$ cat src/core/cowd_pkg.sv
// Shared types and constants of the code-option watchdog
package cowd_pkg;

   // Watchdog code option settings
   typedef enum logic [1:0] {
      COWD_WD_DISABLE = 2'b00,
      COWD_WD_ENABLE = 2'b01,
      COWD_WD_ALWAYS = 2'b10
   } cowd_wdmode_e;

   // Power modes of the core
   typedef enum logic [1:0] {
      COWD_PM_NORMAL = 2'b00,
      COWD_PM_GREEN = 2'b01,
      COWD_PM_SLEEP = 2'b10
   } cowd_pmode_e;

   // Divider exponent: cpu clock is osc / 2**exp
   localparam int COWD_DIV_W = 3;
   localparam logic [2:0] COWD_DIV_MIN_NF = 3'h2;
   localparam logic [2:0] COWD_DIV_MIN_RAW = 3'h0;
   localparam logic [2:0] COWD_DIV_MAX = 3'h7;

   // Interrupt vector location
   localparam int COWD_PC_W = 12;
   localparam logic [11:0] COWD_IRQ_VECTOR = 12'h008;

   // Watchdog counter defaults
   localparam int COWD_WDT_W = 16;
   localparam int COWD_RST_LEN = 4;
   localparam logic [2:0] COWD_RST_LEN_W = 3'h4;

   typedef struct packed {
      logic irq_take;
      logic [11:0] irq_pc;
   } cowd_irq_s;

endpackage

$ cat src/core/cowd_top.sv
// Code-option watchdog with reset, divider clamp and irq vector
`timescale 1ns/1ps
module cowd_top
#(
   parameter int WDT_W = cowd_pkg::COWD_WDT_W
)
(
   input wire logic mclk,
   input wire logic rstn,
   input wire logic ce,
   input wire cowd_pkg::cowd_wdmode_e wd_option,
   input wire logic noise_filter,
   input wire cowd_pkg::cowd_pmode_e power_mode,
   input wire logic wdt_clear,
   input wire logic [2:0] div_req,
   input wire logic irq_accept,
   output logic sys_reset,
   output logic [WDT_W-1:0] wdt_count,
   output logic wdt_running,
   output logic [2:0] cpu_div,
   output cowd_pkg::cowd_irq_s irq_out
);

   typedef struct packed {
      logic [WDT_W-1:0] cnt;
      logic run;
      logic [2:0] rst_cnt;
      logic rst;
      logic [2:0] div;
      cowd_pkg::cowd_irq_s irq;
      logic live;
   } cowd_state_s;

   cowd_state_s st_reg;
   cowd_state_s st_next;
   logic [2:0] div_eff;
   logic active;
   logic ovf;

   cowd_divsel u_divsel
   (
      .noise_filter(noise_filter),
      .div_req(div_req),
      .div_eff(div_eff)
   );

   function automatic logic wd_active(cowd_pkg::cowd_wdmode_e m,
                                      cowd_pkg::cowd_pmode_e p);
      unique case (m)
         cowd_pkg::COWD_WD_ENABLE:
            wd_active = (p == cowd_pkg::COWD_PM_NORMAL);
         cowd_pkg::COWD_WD_ALWAYS:
            wd_active = 1'b1;
         cowd_pkg::COWD_WD_DISABLE:
            wd_active = 1'b0;
         default: wd_active = 1'b0;
      endcase
   endfunction

   always_comb
   begin
      active = wd_active(wd_option, power_mode);
      ovf = active && (&st_reg.cnt);
      st_next = st_reg;
      st_next.live = 1'b1;
      st_next.run = active;
      st_next.div = div_eff;
      st_next.irq.irq_take = irq_accept;
      st_next.irq.irq_pc = irq_accept ? cowd_pkg::COWD_IRQ_VECTOR
                                      : st_reg.irq.irq_pc;
      // Counter only clears by software or at overflow; halts keep value
      if (!active)
      begin
         st_next.cnt = st_reg.cnt;
      end
      else if (wdt_clear || ovf)
      begin
         st_next.cnt = '0;
      end
      else
      begin
         st_next.cnt = st_reg.cnt + 1'b1;
      end
      // Reset pulse stretched so the whole system sees it
      if (ovf)
      begin
         st_next.rst = 1'b1;
         st_next.rst_cnt = cowd_pkg::COWD_RST_LEN_W;
      end
      else if (st_reg.rst_cnt != 3'h0)
      begin
         st_next.rst_cnt = st_reg.rst_cnt - 3'h1;
         st_next.rst = (st_reg.rst_cnt != 3'h1);
      end
      else
      begin
         st_next.rst = 1'b0;
      end
   end

   always_ff @(posedge mclk or negedge rstn)
   begin
      if (!rstn)
      begin
         st_reg <= '0;
      end
      else if (ce)
      begin
         st_reg <= st_next;
      end
   end

   assign sys_reset = st_reg.rst;
   assign wdt_count = st_reg.cnt;
   assign wdt_running = st_reg.run;
   assign cpu_div = st_reg.div;
   assign irq_out = st_reg.irq;

   // Checks wait one clock after reset; the releasing edge still resets
   a_ovf_reset: assert property (
      @(posedge mclk) disable iff (!rstn || !st_reg.live)
      (ce && active && (&st_reg.cnt))
      |=> sys_reset)
      else $error("overflow did not raise reset");

   a_pulse_hold: assert property (
      @(posedge mclk) disable iff (!rstn || !st_reg.live)
      (ce && ovf) ##1 ce[*3]
      |=> sys_reset)
      else $error("reset pulse ended early");

   a_pulse_end: assert property (
      @(posedge mclk) disable iff (!rstn || !st_reg.live)
      (ce && ovf) ##1 ce[*4]
      |=> !sys_reset)
      else $error("reset pulse too long");

   a_enable_halt: assert property (
      @(posedge mclk) disable iff (!rstn || !st_reg.live)
      (ce && wd_option == cowd_pkg::COWD_WD_ENABLE
       && power_mode != cowd_pkg::COWD_PM_NORMAL)
      |=> $stable(wdt_count))
      else $error("enabled watchdog counted while idle");

   a_green_quiet: assert property (
      @(posedge mclk) disable iff (!rstn || !st_reg.live)
      (ce && wd_option == cowd_pkg::COWD_WD_ENABLE && !sys_reset
       && power_mode != cowd_pkg::COWD_PM_NORMAL)
      |=> !sys_reset)
      else $error("enabled watchdog reset while idle");

   a_wake_count: assert property (
      @(posedge mclk) disable iff (!rstn || !st_reg.live)
      (ce && wd_option == cowd_pkg::COWD_WD_ENABLE && !wdt_clear
       && power_mode == cowd_pkg::COWD_PM_NORMAL && !(&wdt_count))
      |=> wdt_count == $past(wdt_count) + 1'b1)
      else $error("enabled watchdog not counting when running");

   a_clear_zero: assert property (
      @(posedge mclk) disable iff (!rstn || !st_reg.live)
      (ce && active && wdt_clear)
      |=> wdt_count == '0)
      else $error("software clear did not restart counter");

   a_always_count: assert property (
      @(posedge mclk) disable iff (!rstn || !st_reg.live)
      (ce && wd_option == cowd_pkg::COWD_WD_ALWAYS && !wdt_clear
       && power_mode != cowd_pkg::COWD_PM_NORMAL && !(&wdt_count))
      |=> wdt_count == $past(wdt_count) + 1'b1)
      else $error("always-on watchdog paused while idle");

   a_always_rst: assert property (
      @(posedge mclk) disable iff (!rstn || !st_reg.live)
      (ce && wd_option == cowd_pkg::COWD_WD_ALWAYS && (&wdt_count))
      |=> sys_reset ##1 (sys_reset || !ce))
      else $error("always-on overflow missed reset");

   a_div_range: assert property (
      @(posedge mclk) disable iff (!rstn || !st_reg.live)
      (ce && noise_filter)
      |=> cpu_div >= cowd_pkg::COWD_DIV_MIN_NF)
      else $error("divider below filtered minimum");

   a_div_raw: assert property (
      @(posedge mclk) disable iff (!rstn || !st_reg.live)
      (ce && !noise_filter)
      |=> cpu_div == $past(div_req))
      else $error("unfiltered divider not passed through");

   a_div_pass: assert property (
      @(posedge mclk) disable iff (!rstn || !st_reg.live)
      (ce && div_req >= cowd_pkg::COWD_DIV_MIN_NF)
      |=> cpu_div == $past(div_req))
      else $error("legal divider request altered");

   a_irq_vector: assert property (
      @(posedge mclk) disable iff (!rstn || !st_reg.live)
      (ce && irq_accept)
      |=> irq_out.irq_take && irq_out.irq_pc == cowd_pkg::COWD_IRQ_VECTOR)
      else $error("interrupt vector not loaded");

   a_irq_quiet: assert property (
      @(posedge mclk) disable iff (!rstn || !st_reg.live)
      (ce && !irq_accept)
      |=> !irq_out.irq_take)
      else $error("interrupt taken without request");

   a_disable_quiet: assert property (
      @(posedge mclk) disable iff (!rstn || !st_reg.live)
      (ce && wd_option == cowd_pkg::COWD_WD_DISABLE && !sys_reset)
      |=> !sys_reset && !wdt_running)
      else $error("disabled watchdog active");

   a_disable_hold: assert property (
      @(posedge mclk) disable iff (!rstn || !st_reg.live)
      (ce && wd_option == cowd_pkg::COWD_WD_DISABLE)
      |=> $stable(wdt_count))
      else $error("disabled watchdog counter moved");

   // Clock enable must freeze every bit of state
   a_ce_freeze: assert property (
      @(posedge mclk) disable iff (!rstn || !st_reg.live)
      !ce
      |=> $stable(st_reg))
      else $error("state changed with clock enable low");
endmodule // cowd_top

$ cat src/core/cowd_divsel.sv
// Clamp of the cpu clock divider to the range allowed by the noise filter
`timescale 1ns/1ps
module cowd_divsel
(
   input wire logic noise_filter,
   input wire logic [2:0] div_req,
   output logic [2:0] div_eff
);
   logic [2:0] lo;

   always_comb
   begin
      lo = noise_filter ? cowd_pkg::COWD_DIV_MIN_NF
                        : cowd_pkg::COWD_DIV_MIN_RAW;
      if (div_req < lo)
      begin
         div_eff = lo;
      end
      else
      begin
         div_eff = div_req;
      end
   end
endmodule // cowd_divsel

$ cat config.mk
export PLATFORM = sky130hd
export DESIGN_NAME = cowd_top
export DESIGN_NICKNAME = d
export VERILOG_FILES = /design/src/core/cowd_pkg.sv /design/src/core/cowd_top.sv /design/src/core/cowd_divsel.sv
export SDC_FILE = /design/constraint.sdc
export NUM_CORES = 1
export LEC_CHECK = 0
export BUFFER_PORTS_ARGS = -buffer_cell sky130_fd_sc_hd__buf_2
export CORE_UTILIZATION = 30
export CTS_CLUSTER_SIZE = 25
export DETAILED_ROUTE_END_ITERATION = 12
export GPL_TIMING_DRIVEN = 0
export PLACE_DENSITY = 0.5
export SETUP_SLACK_MARGIN = 0.2
export SLEW_MARGIN = 25
export SYNTH_ARGS = -nofsm -noshare
export SYNTH_HDL_FRONTEND = slang
export SYNTH_SLANG_ARGS = --single-unit
$ cat constraint.sdc
create_clock -name mclk -period 1.9 [get_ports mclk]
set_input_delay 0.285 -clock mclk [delete_from_list [all_inputs] [get_ports mclk]]
set_output_delay 0.285 -clock mclk [all_outputs]
set_load 0.05 [all_outputs]
=== Word-level counts from Yosys, hierarchy flattened ===
Cells that the tools add are included.

* $add $sub $neg: 2
* Order comparisons: 1
* Equality and inequality tests: 3
* Mux-type cells: 7
* Reduce and logical (&&, ||, !) cells: 9

{| class="wikitable"
|+ Operator list
! kind !! number
|-
| $add 16x1->16 const B || 1
|-
| $mux 16 || 1
|-
| $reduce_and 16->1 || 1
|-
| $mux 3 || 2
|-
| $reduce_and 2->1 || 3
|-
| $mux 4 || 1
|-
| $lt 3x3->1 || 1
|-
| $ne 3x1->1 const B || 1
|-
| $reduce_bool 3->1 || 1
|-
| $sub 3x1->3 const B || 1
|-
| $eq 2x1->1 const B || 1
|-
| $eq 2x2->1 const B || 1
|-
| $logic_not 2->1 || 1
|-
| $mux 2 || 1
|-
| $pmux 1 s2 || 1
|-
| $reduce_bool 2->1 || 1
|-
| $logic_and 1x1->1 || 1
|-
| $logic_or 1x1->1 || 1
|-
| $mux 1 || 1
|}

* Register bits: 26
* Output and inout bits: 34

=== Logic depth before layout (Yosys ltp) ===
Gate-level depths: netlist of run 1.

* Depth in word-level cells: 5
* Gate-level depth with buffers: 8
* Depth with buffers taken out: 7

=== By module ===
Synthesis of run 1 repeated with hierarchy kept, for this count alone.

* Cells, all modules: 180
* Area, all modules: 1702.9 µm²

{| class="wikitable"
|+ Modules (own cells, without submodules)
! module !! times used !! cells each !! area an instance (µm²) !! seq. area each (µm²)
|-
| cowd_top || 1 || 176 || 1671.6 || 650.6
|-
| cowd_divsel || 1 || 4 || 31.3 || 0.0
|}

=== Worst setup path after synthesis of run 1 ===
OpenSTA, ideal clock, no wires.

* Path type: input -> register
* From: input port wd_option[1]
* To: register st_reg (netlist bit wdt_count[11])
* Arrival time: 1.969 ns
* Data required time: 1.831 ns
* Path slack: -0.139 ns
* Stages on the path: 8
* Path buffers: 1
* Cell sequence: inv_1 -> ha_1 -> or3b_1 -> a211o_1 -> or3_1 -> buf_2 -> or3_1 -> nand3_1

* Word-level cells in the longest chain between the ends: 5
* Elaborated cells between the ends (all ways): 7
* Classes of those cells: eq/ne: 2; mux: 2; reduce/logical: 3

{| class="wikitable"
|+ Ends and longest elaborated chain
! item !! line !! text
|-
| start: declaration || cowd_top.sv:11 || <nowiki>input wire cowd_pkg::cowd_wdmode_e wd_option,</nowiki>
|-
| $eq 2x2->1 / $eq 2x1->1 (equally long branches) || cowd_top.sv:49 || <nowiki>unique case (m)</nowiki>
|-
| $pmux 1 s2 * || cowd_top.sv:49 ||
|-
| $logic_and 1x1->1 || cowd_top.sv:63 || <nowiki>ovf = active && (&st_reg.cnt);</nowiki>
|-
| $logic_or 1x1->1 || cowd_top.sv:76 || <nowiki>else if (wdt_clear || ovf)</nowiki>
|-
| $mux 16 || cowd_top.sv:76 ||
|-
| end signal: assignment || cowd_top.sv:109 || <nowiki>st_reg <= st_next;</nowiki>
|-
| end: declaration || cowd_top.sv:34 || <nowiki>cowd_state_s st_reg;</nowiki>
|}

Mark *: on every way between the ends. The rest lies on a longest branch, timed or not.
A chain may end at the register's enable or synchronous reset.

=== Final worst setup path of run 1 ===
* From: input port wd_option[1]
* To: register st_reg (netlist bit wdt_count[3])

Same word-level chain as after synthesis.

==> impl_results.md, run 1 <==
- Asr flop ratio synth: 1.00
- IO Port Bufs: 33
- Synth Area in Simple Gates: 0.196
- Syn avg cell area: between 8 and 9 µm²
- Die area: 0.00582 mm²
- Clk slew on worst S/H paths: about 0.09 ns
- Max FFs per register: 16
- Slew at the pin with the worst max-slew slack: around 0.75 ns
- Initial antenna violation count: 0
- Critical setup path kind: input pin to register
- Synth Area in Adders: 0.0453
- Pwr per Cell Area: around 770 mW/mm²
- Worst-path fanout max: 5
- Multiplexer area fraction after synthesis: 0.0196
- Unrepaired setup endpoints after global routing: yes
- Max Freq: 517 MHz
- Core Footprint: 0.00520 mm²
- Sequential cell area: 658 µm²
- Post-synthesis compound-gate area fraction: 0.147
- Post-synth EDFFs: 0
- Iter 0 DRT Violations: 29
- Logic gate share of total power: 0.425
- Largest family of logic cells by synthesized area: buffers and inverters
- Reg2Reg Setup Slack: 0 ns
- DR pass1 iterations: 4
- Clock root buffer: clkbuf_8
- First-pass GRT wire length: 6.40 mm
- Initial Utilization: 0.318
- Final Routed Wirelength: ~3.9 mm
- Net Switching: 0.745 mW
- Via Count: 1,471
- Clock Latency Late Sink: 0.27 ns
- Nets@finish: 284
- Clock sinks: 26
- Share of cells above drive strength 1: 0.452
- TNS Setup: -0.108 ns
- Reg-to-reg critical path endpoint: wdt_count[10]
- Die height: 76.3 µm
- Clock network fraction of design power: 0.172
- Fin crit period: 1.93 ns
- Reg2Reg Depth: 8
- Num CTS Buffers: 3
- Worst Hold Class: input pin to async pin
- Worst vdd ir: 0.368 mV
- Synthesis Warnings: 0
- Routed len/inst: 11.6 µm
- GP Congestion: 0.769
- ANT nets after route: 0
- Crit share post-route: 1.02
- Pint: between 1 and 1.5 mW
- Status: finished with violations
- Vias in the first global route: 1,332
- Failing checks: negative setup slack
- Fin. Hold Viols: 0
- Worst r2r src: wdt_count[2]
- CTS tree: built
- Area used by multi-input combinational logic: 856 µm²
- Maxcap violations: 0
- Synthesized area: 0.00166 mm²
- Switching Fraction: 0.410
- Startpoint Class: input pin
- DPL Wire Length: approximately 2.6 mm
- Seq/Total Area, Yosys: 0.393
- # DRC: 0
- CTS H-tree lvls: 1
- Predominant post-synthesis flop cell: dfrtp_1
- Fin Clk Skew: 0.00193 ns
- P&R area growth vs syn: 41.8%
- Cells after synthesis: 198
- Worst setup margin: -0.0334 ns
- Worst-case clock buffer depth: 2
- Critical Path RT: 2.10 ns
- Largest net degree at the start of global routing: 27
- Site Rows: 26
- Final setup violation count: 7
- Overall global routing resource usage: 0.136
- Critical path arrival: 2.13 ns
- Xor and xnor fraction of the mapped netlist area: 0
- Total grt overflow: 0
- Yosys cell types: 34
- Pleak: 1.12 nW
- Die X: 76.3 µm
- Max Transition Viols Final: 0
- Crit. End Element: register
- Ports: 47
- Slew HR: 0.502
- Pre-CTS setup slack: -0.339 ns
- FF+latch count, synth: 26
- Ant diodes: 0
- Sequential Power Share: 0.403
- Layout fillers: 560
- Vias per cell: around 4.4
cell families after synthesis:
| family | Yosys count |
|---|---|
| AND/OR/NAND/NOR | 65 |
| multiplexers | 3 |
| other | 1 |
| flip-flops | 26 |
| adder cells (fa/ha/maj) | 6 |
| buffers and inverters | 55 |
| AO/OA/AOI/OAI | 42 |
per-layer routing:
metal,up-vias,track usage,share of wire
met5,-,0,0
met3,6,0.0120,0.042
li1,769,-,-
met4,0,0.0462,0.016
met2,38,0.217,0.45
met1,658,0.192,0.49
synth_stat cells (6+ instances only):
library cell	count	area [µm²]
nand2_1	18	67.6
inv_1	16	60.1
or3_1	8	50.1
dfrtp_1	26	651
o21ai_1	11	55.1
nand3_1	16	80.1
buf_4	32	240
ha_1	6	75.1
nor2_1	12	45.0
o21ai_0	6	30.0
a21oi_1	12	60.1
through the flow:
step | area, µm² | util | hold slack [ns] | cells | power, mW
finish | 2350 | 0.451 | 0.0100 | 333 | 1.82
global route | 2350 | 0.451 | 0.0689 | 333 | 1.92
CTS | 2210 | 0.425 | 0.0444 | 327 | 1.78
detailed placement | 2010 | 0.386 | 0.344 | 311 | 1.42
global placement | 2010 | 0.386 | 0.344 | 311 | 1.41
floorplan | 1760 | - | -0.0106 | 208 | 1.28
critical path, stage by stage:
cell and delay, ns:
buf_12 0.11, inv_12 0.04, ha_4 0.10, or3b_4 0.37, a211o_1 0.28, or3_4 0.41, buf_6 0.14, or3_1 0.31
o21ai_1 0.08
power groups by stage:
| stage | clock network (mW) | registers, mW | logic (mW) |
|---|---|---|---|
| floorplan | 0 | 0.756 | 0.523 |
| global placement | 0 | 0.738 | 0.671 |
| detailed placement | 0 | 0.739 | 0.678 |
| CTS | 0.327 | 0.724 | 0.730 |
| global route | 0.330 | 0.744 | 0.847 |
| finish | 0.312 | 0.731 | 0.772 |
repair_timing:
action | in CTS | in global routing
pin swaps | 16 | 12
gates cloned | 1 | 0
endpoints found under the setup margin | 20 | 20
gates resized for setup | 16 | 21
hold buffers | 0 | 0
setup buffers | 12 | 6
hold endpoints to repair | 0 | 0
worst max-delay path by stage:
stage                      start             to  slack, ns  depth (start not counted)
CTS                 wdt_count[0]   wdt_count[3]      -0.04                          8
finish              wd_option[1]   wdt_count[3]      -0.03                          9
global placement    wd_option[1]   wdt_count[3]      -0.33                          9
floorplan           wd_option[1]  wdt_count[10]      -0.07                          8
detailed placement  wd_option[1]   wdt_count[3]      -0.34                          9
global route        wd_option[1]   wdt_count[3]      -0.10                          9
final cells by class:
| cell class | instances | share of cell area |
|---|---|---|
| Multi-Input combinational cell | 127 | 0.364 |
| Sequential cell | 26 | 0.280 |
| Timing Repair Buffer | 52 | 0.147 |
| Buffer | 38 | 0.121 |
| Tap cell | 70 | 0.0373 |
| Inverter | 17 | 0.0325 |
| Clock buffer | 3 | 0.0176 |
cell usage in the layout, fill, tap and decap left out, types with 6 or more instances in the layout:
cell and count:
conb_1 11, inv_1 15, nand2_1 15, dfrtp_2 6, buf_6 7, nand3_1 14
o21ai_1 12, nor2_1 12, dfrtp_1 20, or3_1 6, a21oi_1 10, buf_4 45
buf_2 32
Note: power is estimated with default switching activity, not from simulation.
==> run 2: changes to the inputs <==
- CTS_BUF_LIST: default -> sky130_fd_sc_hd__clkbuf_4 sky130_fd_sc_hd__clkbuf_8
- PLACE_DENSITY: 0.5 -> 0.61
==> run 2 against run 1 <==
  * The flow still finishes with violations (negative setup slack)
  * Sequential power down 2%
  * Hold slack better by 0.00096 ns
  * Design area down 2.5%
  * Sequential share of layout area up 0.45 points
  * Global-route usage down 0.28 points
  * First-iteration DRC count rose to 3.0 times the previous value
  * Final cell count down 1.8%
  * Clock power up 1%
  * Wire length down 3.2%
==> impl_results.md, run 2 (synthesis gave the netlist of run 1 again) <==
- Die X: 76.3 µm (unchanged)
- CTS H-tree lvls: 1 (unchanged)
- Dpl cell area: 0.00201 mm² (unchanged)
- IO Port Bufs: 33 (unchanged)
- Tot Pwr: 1.81 mW (-0.12%)
- First-pass GRT wire length: 6.29 mm (-1.7%)
- Vias in the first global route: 1,441 (+8.2%)
- Overall global routing resource usage: 0.133 (-0.00276)
- P&R area growth vs syn: 38.2%
- Unrepaired setup endpoints after global routing: yes
- Critical path arrival: 2.17 ns (+0.04 ns)
- Fin. Hold Viols: 0 (unchanged)
- Core Footprint: 0.00520 mm² (unchanged)
- Max Freq: 512 MHz (-0.95%)
- Worst setup margin: -0.0520 ns (-0.0186 ns)
- Worst-path fanout max: 4 (-1)
- Num CTS Buffers: 3 (unchanged)
- Maxcap violations: 0 (unchanged)
- Largest net degree at the start of global routing: 27 (unchanged)
- Clk slew on worst S/H paths: 0.09 ns (about the same)
- Pwr per Cell Area: 792 mW/mm² (+2.4%)
- Vias per cell: 4.50 (+1.8%)
- Site Rows: 26 (unchanged)
- CP startpoint: wd_option[1]
- Status: finished with violations
- Die area: 0.00582 mm² (unchanged)
- Ant diodes: 0 (unchanged)
- Critical Path RT: 2.12 ns (+0.02 ns)
- Nets@finish: 278 (-2.1%)
- Clock Latency Late Sink: 0.27 ns (about the same)
- Max FFs per register: 16 (unchanged)
- Failing checks: negative setup slack
- Clock root buffer: clkbuf_8
- Initial antenna violation count: 0 (unchanged)
- Ports: 47 (unchanged)
- Die height: 76.3 µm (unchanged)
- Max Transition Viols Final: 0 (unchanged)
- Clock sinks: 26 (unchanged)
- Worst r2r src: wdt_count[1]
- Slew HR: 0.462 (-0.0394)
- Critical setup path kind: input pin to register
- GP Congestion: 0.796 (+3.6%)
- ANT nets after route: 0 (unchanged)
- Fin Clk Skew: 0.00257 ns (+0.000646 ns)
- Pleak: 1.11 nW (-1.2%)
- Final setup violation count: 7 (unchanged)
- Post-route cell area: 0.00229 mm² (-2.5%)
- Slew at the pin with the worst max-slew slack: 0.806 ns (+0.0592 ns)
- Initial Utilization: 0.318 (unchanged)
- Worst Hold Class: input pin to async pin
- DR pass1 iterations: 4 (unchanged)
- Via Count: 1,470 (-0.068%)
- Crit. End Element: register
- Share of cells above drive strength 1: 0.428 (-0.0245)
- Total grt overflow: 0 (unchanged)
- Worst vdd ir: 0.313 mV (-15%)
- Fin util: 0.440 (-0.0113)
- Commonest non-fill, non-tap cell in the layout: buf_4
- Leading cell types in the layout, fill and taps excluded: buf_4 (40), buf_2 (32), dfrtp_1 (25), nand3_1 (15), nand2_1 (15)
- Startpoint Class: input pin
- Worst-case clock buffer depth: 2 (unchanged)
- Iter 0 DRT Violations: 86 (+200%)
- # DRC: 0 (unchanged)
- Final Routed Wirelength: 3.75 mm (-3.2%)
- Fin crit period: 1.95 ns (+0.0186 ns)
- Routed len/inst: 11.5 µm (-1.4%)
- TNS Setup: -0.156 ns (-0.0480 ns)
- DPL Wire Length: 2.51 mm (-4.8%)
- Crit share post-route: 1.03 (+0.00978)
- CTS tree: built
## run 2: cell types whose count changed in the layout (fill, tap and decap cells not counted), sizes merged
cell	previous run	this run
buf	86	80
## run 2: worst paths after layout
check | end | slack, ns | cells past startpoint
max | wdt_count[15] | -0.05 | 9
min | st_reg[19] | 0.01 | 1
max reg2reg | wdt_count[15] | 0 | 8
min reg2reg | irq_out[3] | 0.46 | 1
max in group asynchronous | wdt_count[2] | 1.47 | 1
min in group mclk | irq_out[3] | 0.23 | 2
## run 2: layout make-up
type,count,area [µm²]
Multi-Input combinational cell,127,848
Clock buffer,3,41.3
Buffer,38,284
Timing Repair Buffer,46,300
Tap cell,70,87.6
Inverter,17,76.3
Fill cell,523,2920
Sequential cell,26,652
## run 2: metrics by stage
stage | hold WS (ns) | setup slack, ns | std cells
final | 0.0110 | -0.0520 | 327
after global routing | 0.0583 | -0.0879 | 327
after CTS | 0.0327 | -0.00186 | 325
after detailed placement | 0.333 | -0.326 | 311
after global placement | 0.331 | -0.316 | 311
after floorplan | -0.0106 | -0.0672 | 208
## run 2: what timing repair did
action | in CTS | in global routing
hold endpoints to repair | 0 | 0
hold buffers | 0 | 0
resized for setup | 12 | 24
endpoints found under the setup margin | 20 | 20
setup buffers | 10 | 2
gates cloned | 1 | 0
pin swaps | 10 | 10
## run 2: power by group
part | internal (mW) | total (mW) | leakage (nW) | switching [mW]
clock network | 0.142 | 0.316 | 0.0216 | 0.174
registers | 0.640 | 0.715 | 0.318 | 0.0758
logic | 0.289 | 0.782 | 0.769 | 0.493
total | 1.07 | 1.81 | 1.11 | 0.742
## run 2: worst max-delay path: stages
cell and delay [ns]:
buf_12 0.11, inv_12 0.04, ha_4 0.10, or3b_4 0.37, a211o_1 0.28, or3_4 0.42
buf_6 0.14, or3_4 0.36, nand3_2 0.06
## run 2: per-layer routing
layer / vias up / global-route usage / routed length (µm)
li1: 762 / - / -
met1: 666 / 0.164 / 1790
met2: 37 / 0.233 / 1790
met3: 5 / 0.0168 / 116
met4: 0 / 0.0558 / 59
met5: - / 0 / 0
==> run 3: changes to the inputs <==
- REMOVE_ABC_BUFFERS: default -> 1
- SYNTH_HIERARCHICAL: default -> 1
==> run 3 against run 2 <==
  * Design area decreased by 10%
  * Largest cell class unchanged
  * Flip-flop and latch count unchanged
  * Critical endpoint is now wdt_count[6]
  * Final cell count decreased by 13%
  * Die area increased by 2.7%
  * The flow now finishes without violations
  * Synthesized cell count decreased by 9.1%
  * Via count decreased by 9.2%
==> impl_results.md, run 3 <==
- Overall global routing resource usage: 0.114 (-0.0188)
- # DRC: 0 (unchanged)
- First-pass GRT wire length: 5.46 mm (-13%)
- Fin Clk Skew: 0.00397 ns (+0.00140 ns)
- Critical path arrival: 1.81 ns (-0.36 ns)
- Ports: 47 (unchanged)
- Met1 wire length: 1.53 mm (-14%)
- Pwr per Cell Area: 772 mW/mm² (-2.5%)
- Cells after synthesis: 180 (-9.1%)
- Synthesis Warnings: 6 (+6)
- Share of cells above drive strength 1: 0.423 (-0.00548)
- Reg-to-reg critical path endpoint: wdt_count[6]
- Die X: 77.3 µm (+1.3%)
- Critical setup path kind: register to register
- Critical Path RT: 2.07 ns (-0.05 ns)
- Max FFs per register: 16 (unchanged)
- Multiplexer area fraction after synthesis: 0.0382 (+0.0186)
- Vias per cell: 4.68 (+4.2%)
- Slew HR: 0.508 (+0.0456)
- DPL Wire Length: 2.31 mm (-7.7%)
- P&R area growth vs syn: 20.9%
- Num CTS Buffers: 3 (unchanged)
- Max Freq: 610 MHz (+19%)
- Site Rows: 27 (+3.8%)
- Largest area contributor in the netlist: dfrtp_1
- DR pass1 iterations: 4 (unchanged)
- Seq/Total Area, Yosys: 0.382 (-0.0107)
- Asr flop ratio synth: 1.00 (unchanged)
- Clock sinks: 26 (unchanged)
- Synth Area in Adders: 0.0441 (-0.00123)
- Fin crit period: 1.64 ns (-0.314 ns)
- Most numerous cell in the Yosys netlist: buf_4
- Layout fillers: 556 (+6.3%)
- Met2 WL: 1.64 mm (-8.6%)
- Post-synthesis compound-gate area fraction: 0.172 (+0.0254)
- CTS H-tree lvls: 1 (unchanged)
- Clock root buffer: clkbuf_8
- Synthesized area: 0.00170 mm² (+2.8%)
- Reg2Reg Depth: 8 (unchanged)
- Core Footprint: 0.00547 mm² (+5.1%)
- Reg2Reg Setup Slack: 0.26 ns (+0.26 ns)
- Worst r2r src: wdt_count[1]
- Crit. End Element: register
- Final setup violation count: 0 (-7)
- ANT nets after route: 0 (unchanged)
- Met3 wire length: 206 µm (+78%)
- Nets@finish: 233 (-16%)
- Initial Utilization: 0.311 (-0.00711)
- Post-synth EDFFs: 0 (unchanged)
- Final Routed Wirelength: 3.40 mm (-9.5%)
- Largest net degree at the start of global routing: 27 (unchanged)
- Commonest non-fill, non-tap cell in the layout: buf_2
- FF+latch count, synth: 26 (unchanged)
- Die area: 0.00598 mm² (+2.7%)
- GP Congestion: 0.718 (-9.8%)
- Clock Latency Late Sink: 0.27 ns (about the same)
- Crit share post-route: 0.862 (-0.165)
- Startpoint Class: register
- Leading cell types in the layout, fill and taps excluded: buf_2 (35), dfrtp_1 (17), buf_4 (16), nor2_1 (14), o21ai_0 (12)
- Post-synth top area share: 0.382 (-0.0107)
- Worst hold margin: 0.0134 ns (+0.00240 ns)
- Status: finished, final reports clean
- Xor and xnor fraction of the mapped netlist area: 0 (unchanged)
- Synth Area in Simple Gates: 0.198 (+0.00276)
- Worst Hold Class: input pin to async pin
- Initial antenna violation count: 0 (unchanged)
- Via Count: 1,335 (-9.2%)
- Fin util: 0.376 (-0.0636)
- Max Transition Viols Final: 0 (unchanged)
- Top post-synthesis cells by count: buf_4 (32), dfrtp_1 (26), nor2_1 (14)
- Predominant post-synthesis flop cell: dfrtp_1
- Total grt overflow: 0 (unchanged)
- Ant diodes: 0 (unchanged)
- Pleak: 0.999 nW (-9.9%)
- Worst-path fanout max: 5 (+1)
- Worst vdd ir: 0.332 mV (+6.2%)
- IO Port Bufs: 35 (+6.1%)
- Top cells by area, synth: dfrtp_1 (38%), buf_4 (14%), ha_1 (4.4%)
- Routed len/inst: 11.9 µm (+3.9%)
- Clk slew on worst S/H paths: 0.09 ns (about the same)
- CTS tree: built
- Cts hold-fix bufs: 0 (unchanged)
- Worst-case clock buffer depth: 2 (unchanged)
- Vias in the first global route: 1,173 (-19%)
- Maxcap violations: 0 (unchanged)
- Die height: 77.3 µm (+1.3%)
- Uppermost routed layer: met4
- Iter 0 DRT Violations: 18 (-79%)
- Yosys cell types: 42 (+24%)
- Fin. Hold Viols: 0 (unchanged)
- Unrepaired setup endpoints after global routing: yes
- Syn avg cell area: 9.46 µm² (+13%)
- Slew at the pin with the worst max-slew slack: 0.738 ns (-0.0686 ns)
- Largest family of logic cells by synthesized area: simple AND/OR/NAND/NOR gates
[run 3: cell count changes in the layout (fill, tap and decap cells not counted), moves of 8 or more]
cell	delta
a22o_1	+8
o21ai_1	-13
dfrtp_1	-8
dfrtp_2	+8
buf_4	-24
o21ai_0	+11
nand3_1	-12
[run 3: through the flow]
step           area [µm²]  instances  power [mW]  TNS [ns]  worst slack, ns
3_5_place_dp         1760        262        1.19     -1.06           -0.124
2_1_floorplan        1490        155        1.07     -1.67           -0.177
6_report             2060        285        1.59         0            0.262
4_1_cts              1870        270        1.59         0            0.183
3_3_place_gp         1750        262        1.18     -5.15           -0.478
5_1_grt              2060        285        1.70         0            0.178
[run 3: metal layers]
metal	GRT usage	vias up
met4	0.0283	0
met2	0.197	40
li1	-	654
met5	0	-
met1	0.138	639
met3	0.0341	2
[run 3: kinds of logic after synthesis]
kind of cell	Yosys count
compound gates	42
simple gates	57
flops	26
fa+ha+maj	6
mux	6
buf+inv	42
other cells	1
[run 3: power by group]
| part | internal (mW) | switching (mW) |
|---|---|---|
| Sequential | 0.624 | 0.0505 |
| Clock | 0.185 | 0.172 |
| Combinational | 0.187 | 0.372 |
| Total | 0.996 | 0.594 |
[run 3: worst max-delay path, cell delays in order, from the launching register on]
cell     delay, ns
dfrtp_1       0.40
ha_4          0.18
nand4_4       0.10
nor3_4        0.19
buf_6         0.14
a21oi_4       0.07
buf_12        0.14
a21o_1        0.15
a22o_1        0.17
[run 3: final cells by class]
cell class	count	area (µm²)	share of cell area
tap	72	90.1	0.0437
clock buffer	4	55.1	0.0267
inverter	7	26.3	0.0128
multi-input combinational	122	888	0.431
timing repair buffer	54	338	0.164
sequential	26	662	0.321
[run 3: timing repair]
action / 4_1_cts / 5_1_grt
resized for setup: 6 / 18
buffers inserted: 4 / 15
endpoints found under the setup margin: 18 / 15
pin swaps: 2 / 9
[run 3: how the worst max path moves through the flow]
| stage | from | to | cells past startpoint |
|---|---|---|---|
| 4_1_cts | wdt_count[0] | wdt_count[8] | 7 |
| 5_1_grt | wdt_count[1] | wdt_count[13] | 8 |
| 3_3_place_gp | wd_option[1] | wdt_count[5] | 7 |
| 3_5_place_dp | wd_option[1] | wdt_count[5] | 7 |
| 6_report | wdt_count[1] | wdt_count[6] | 8 |
| 2_1_floorplan | wdt_count[0] | wdt_count[14] | 6 |
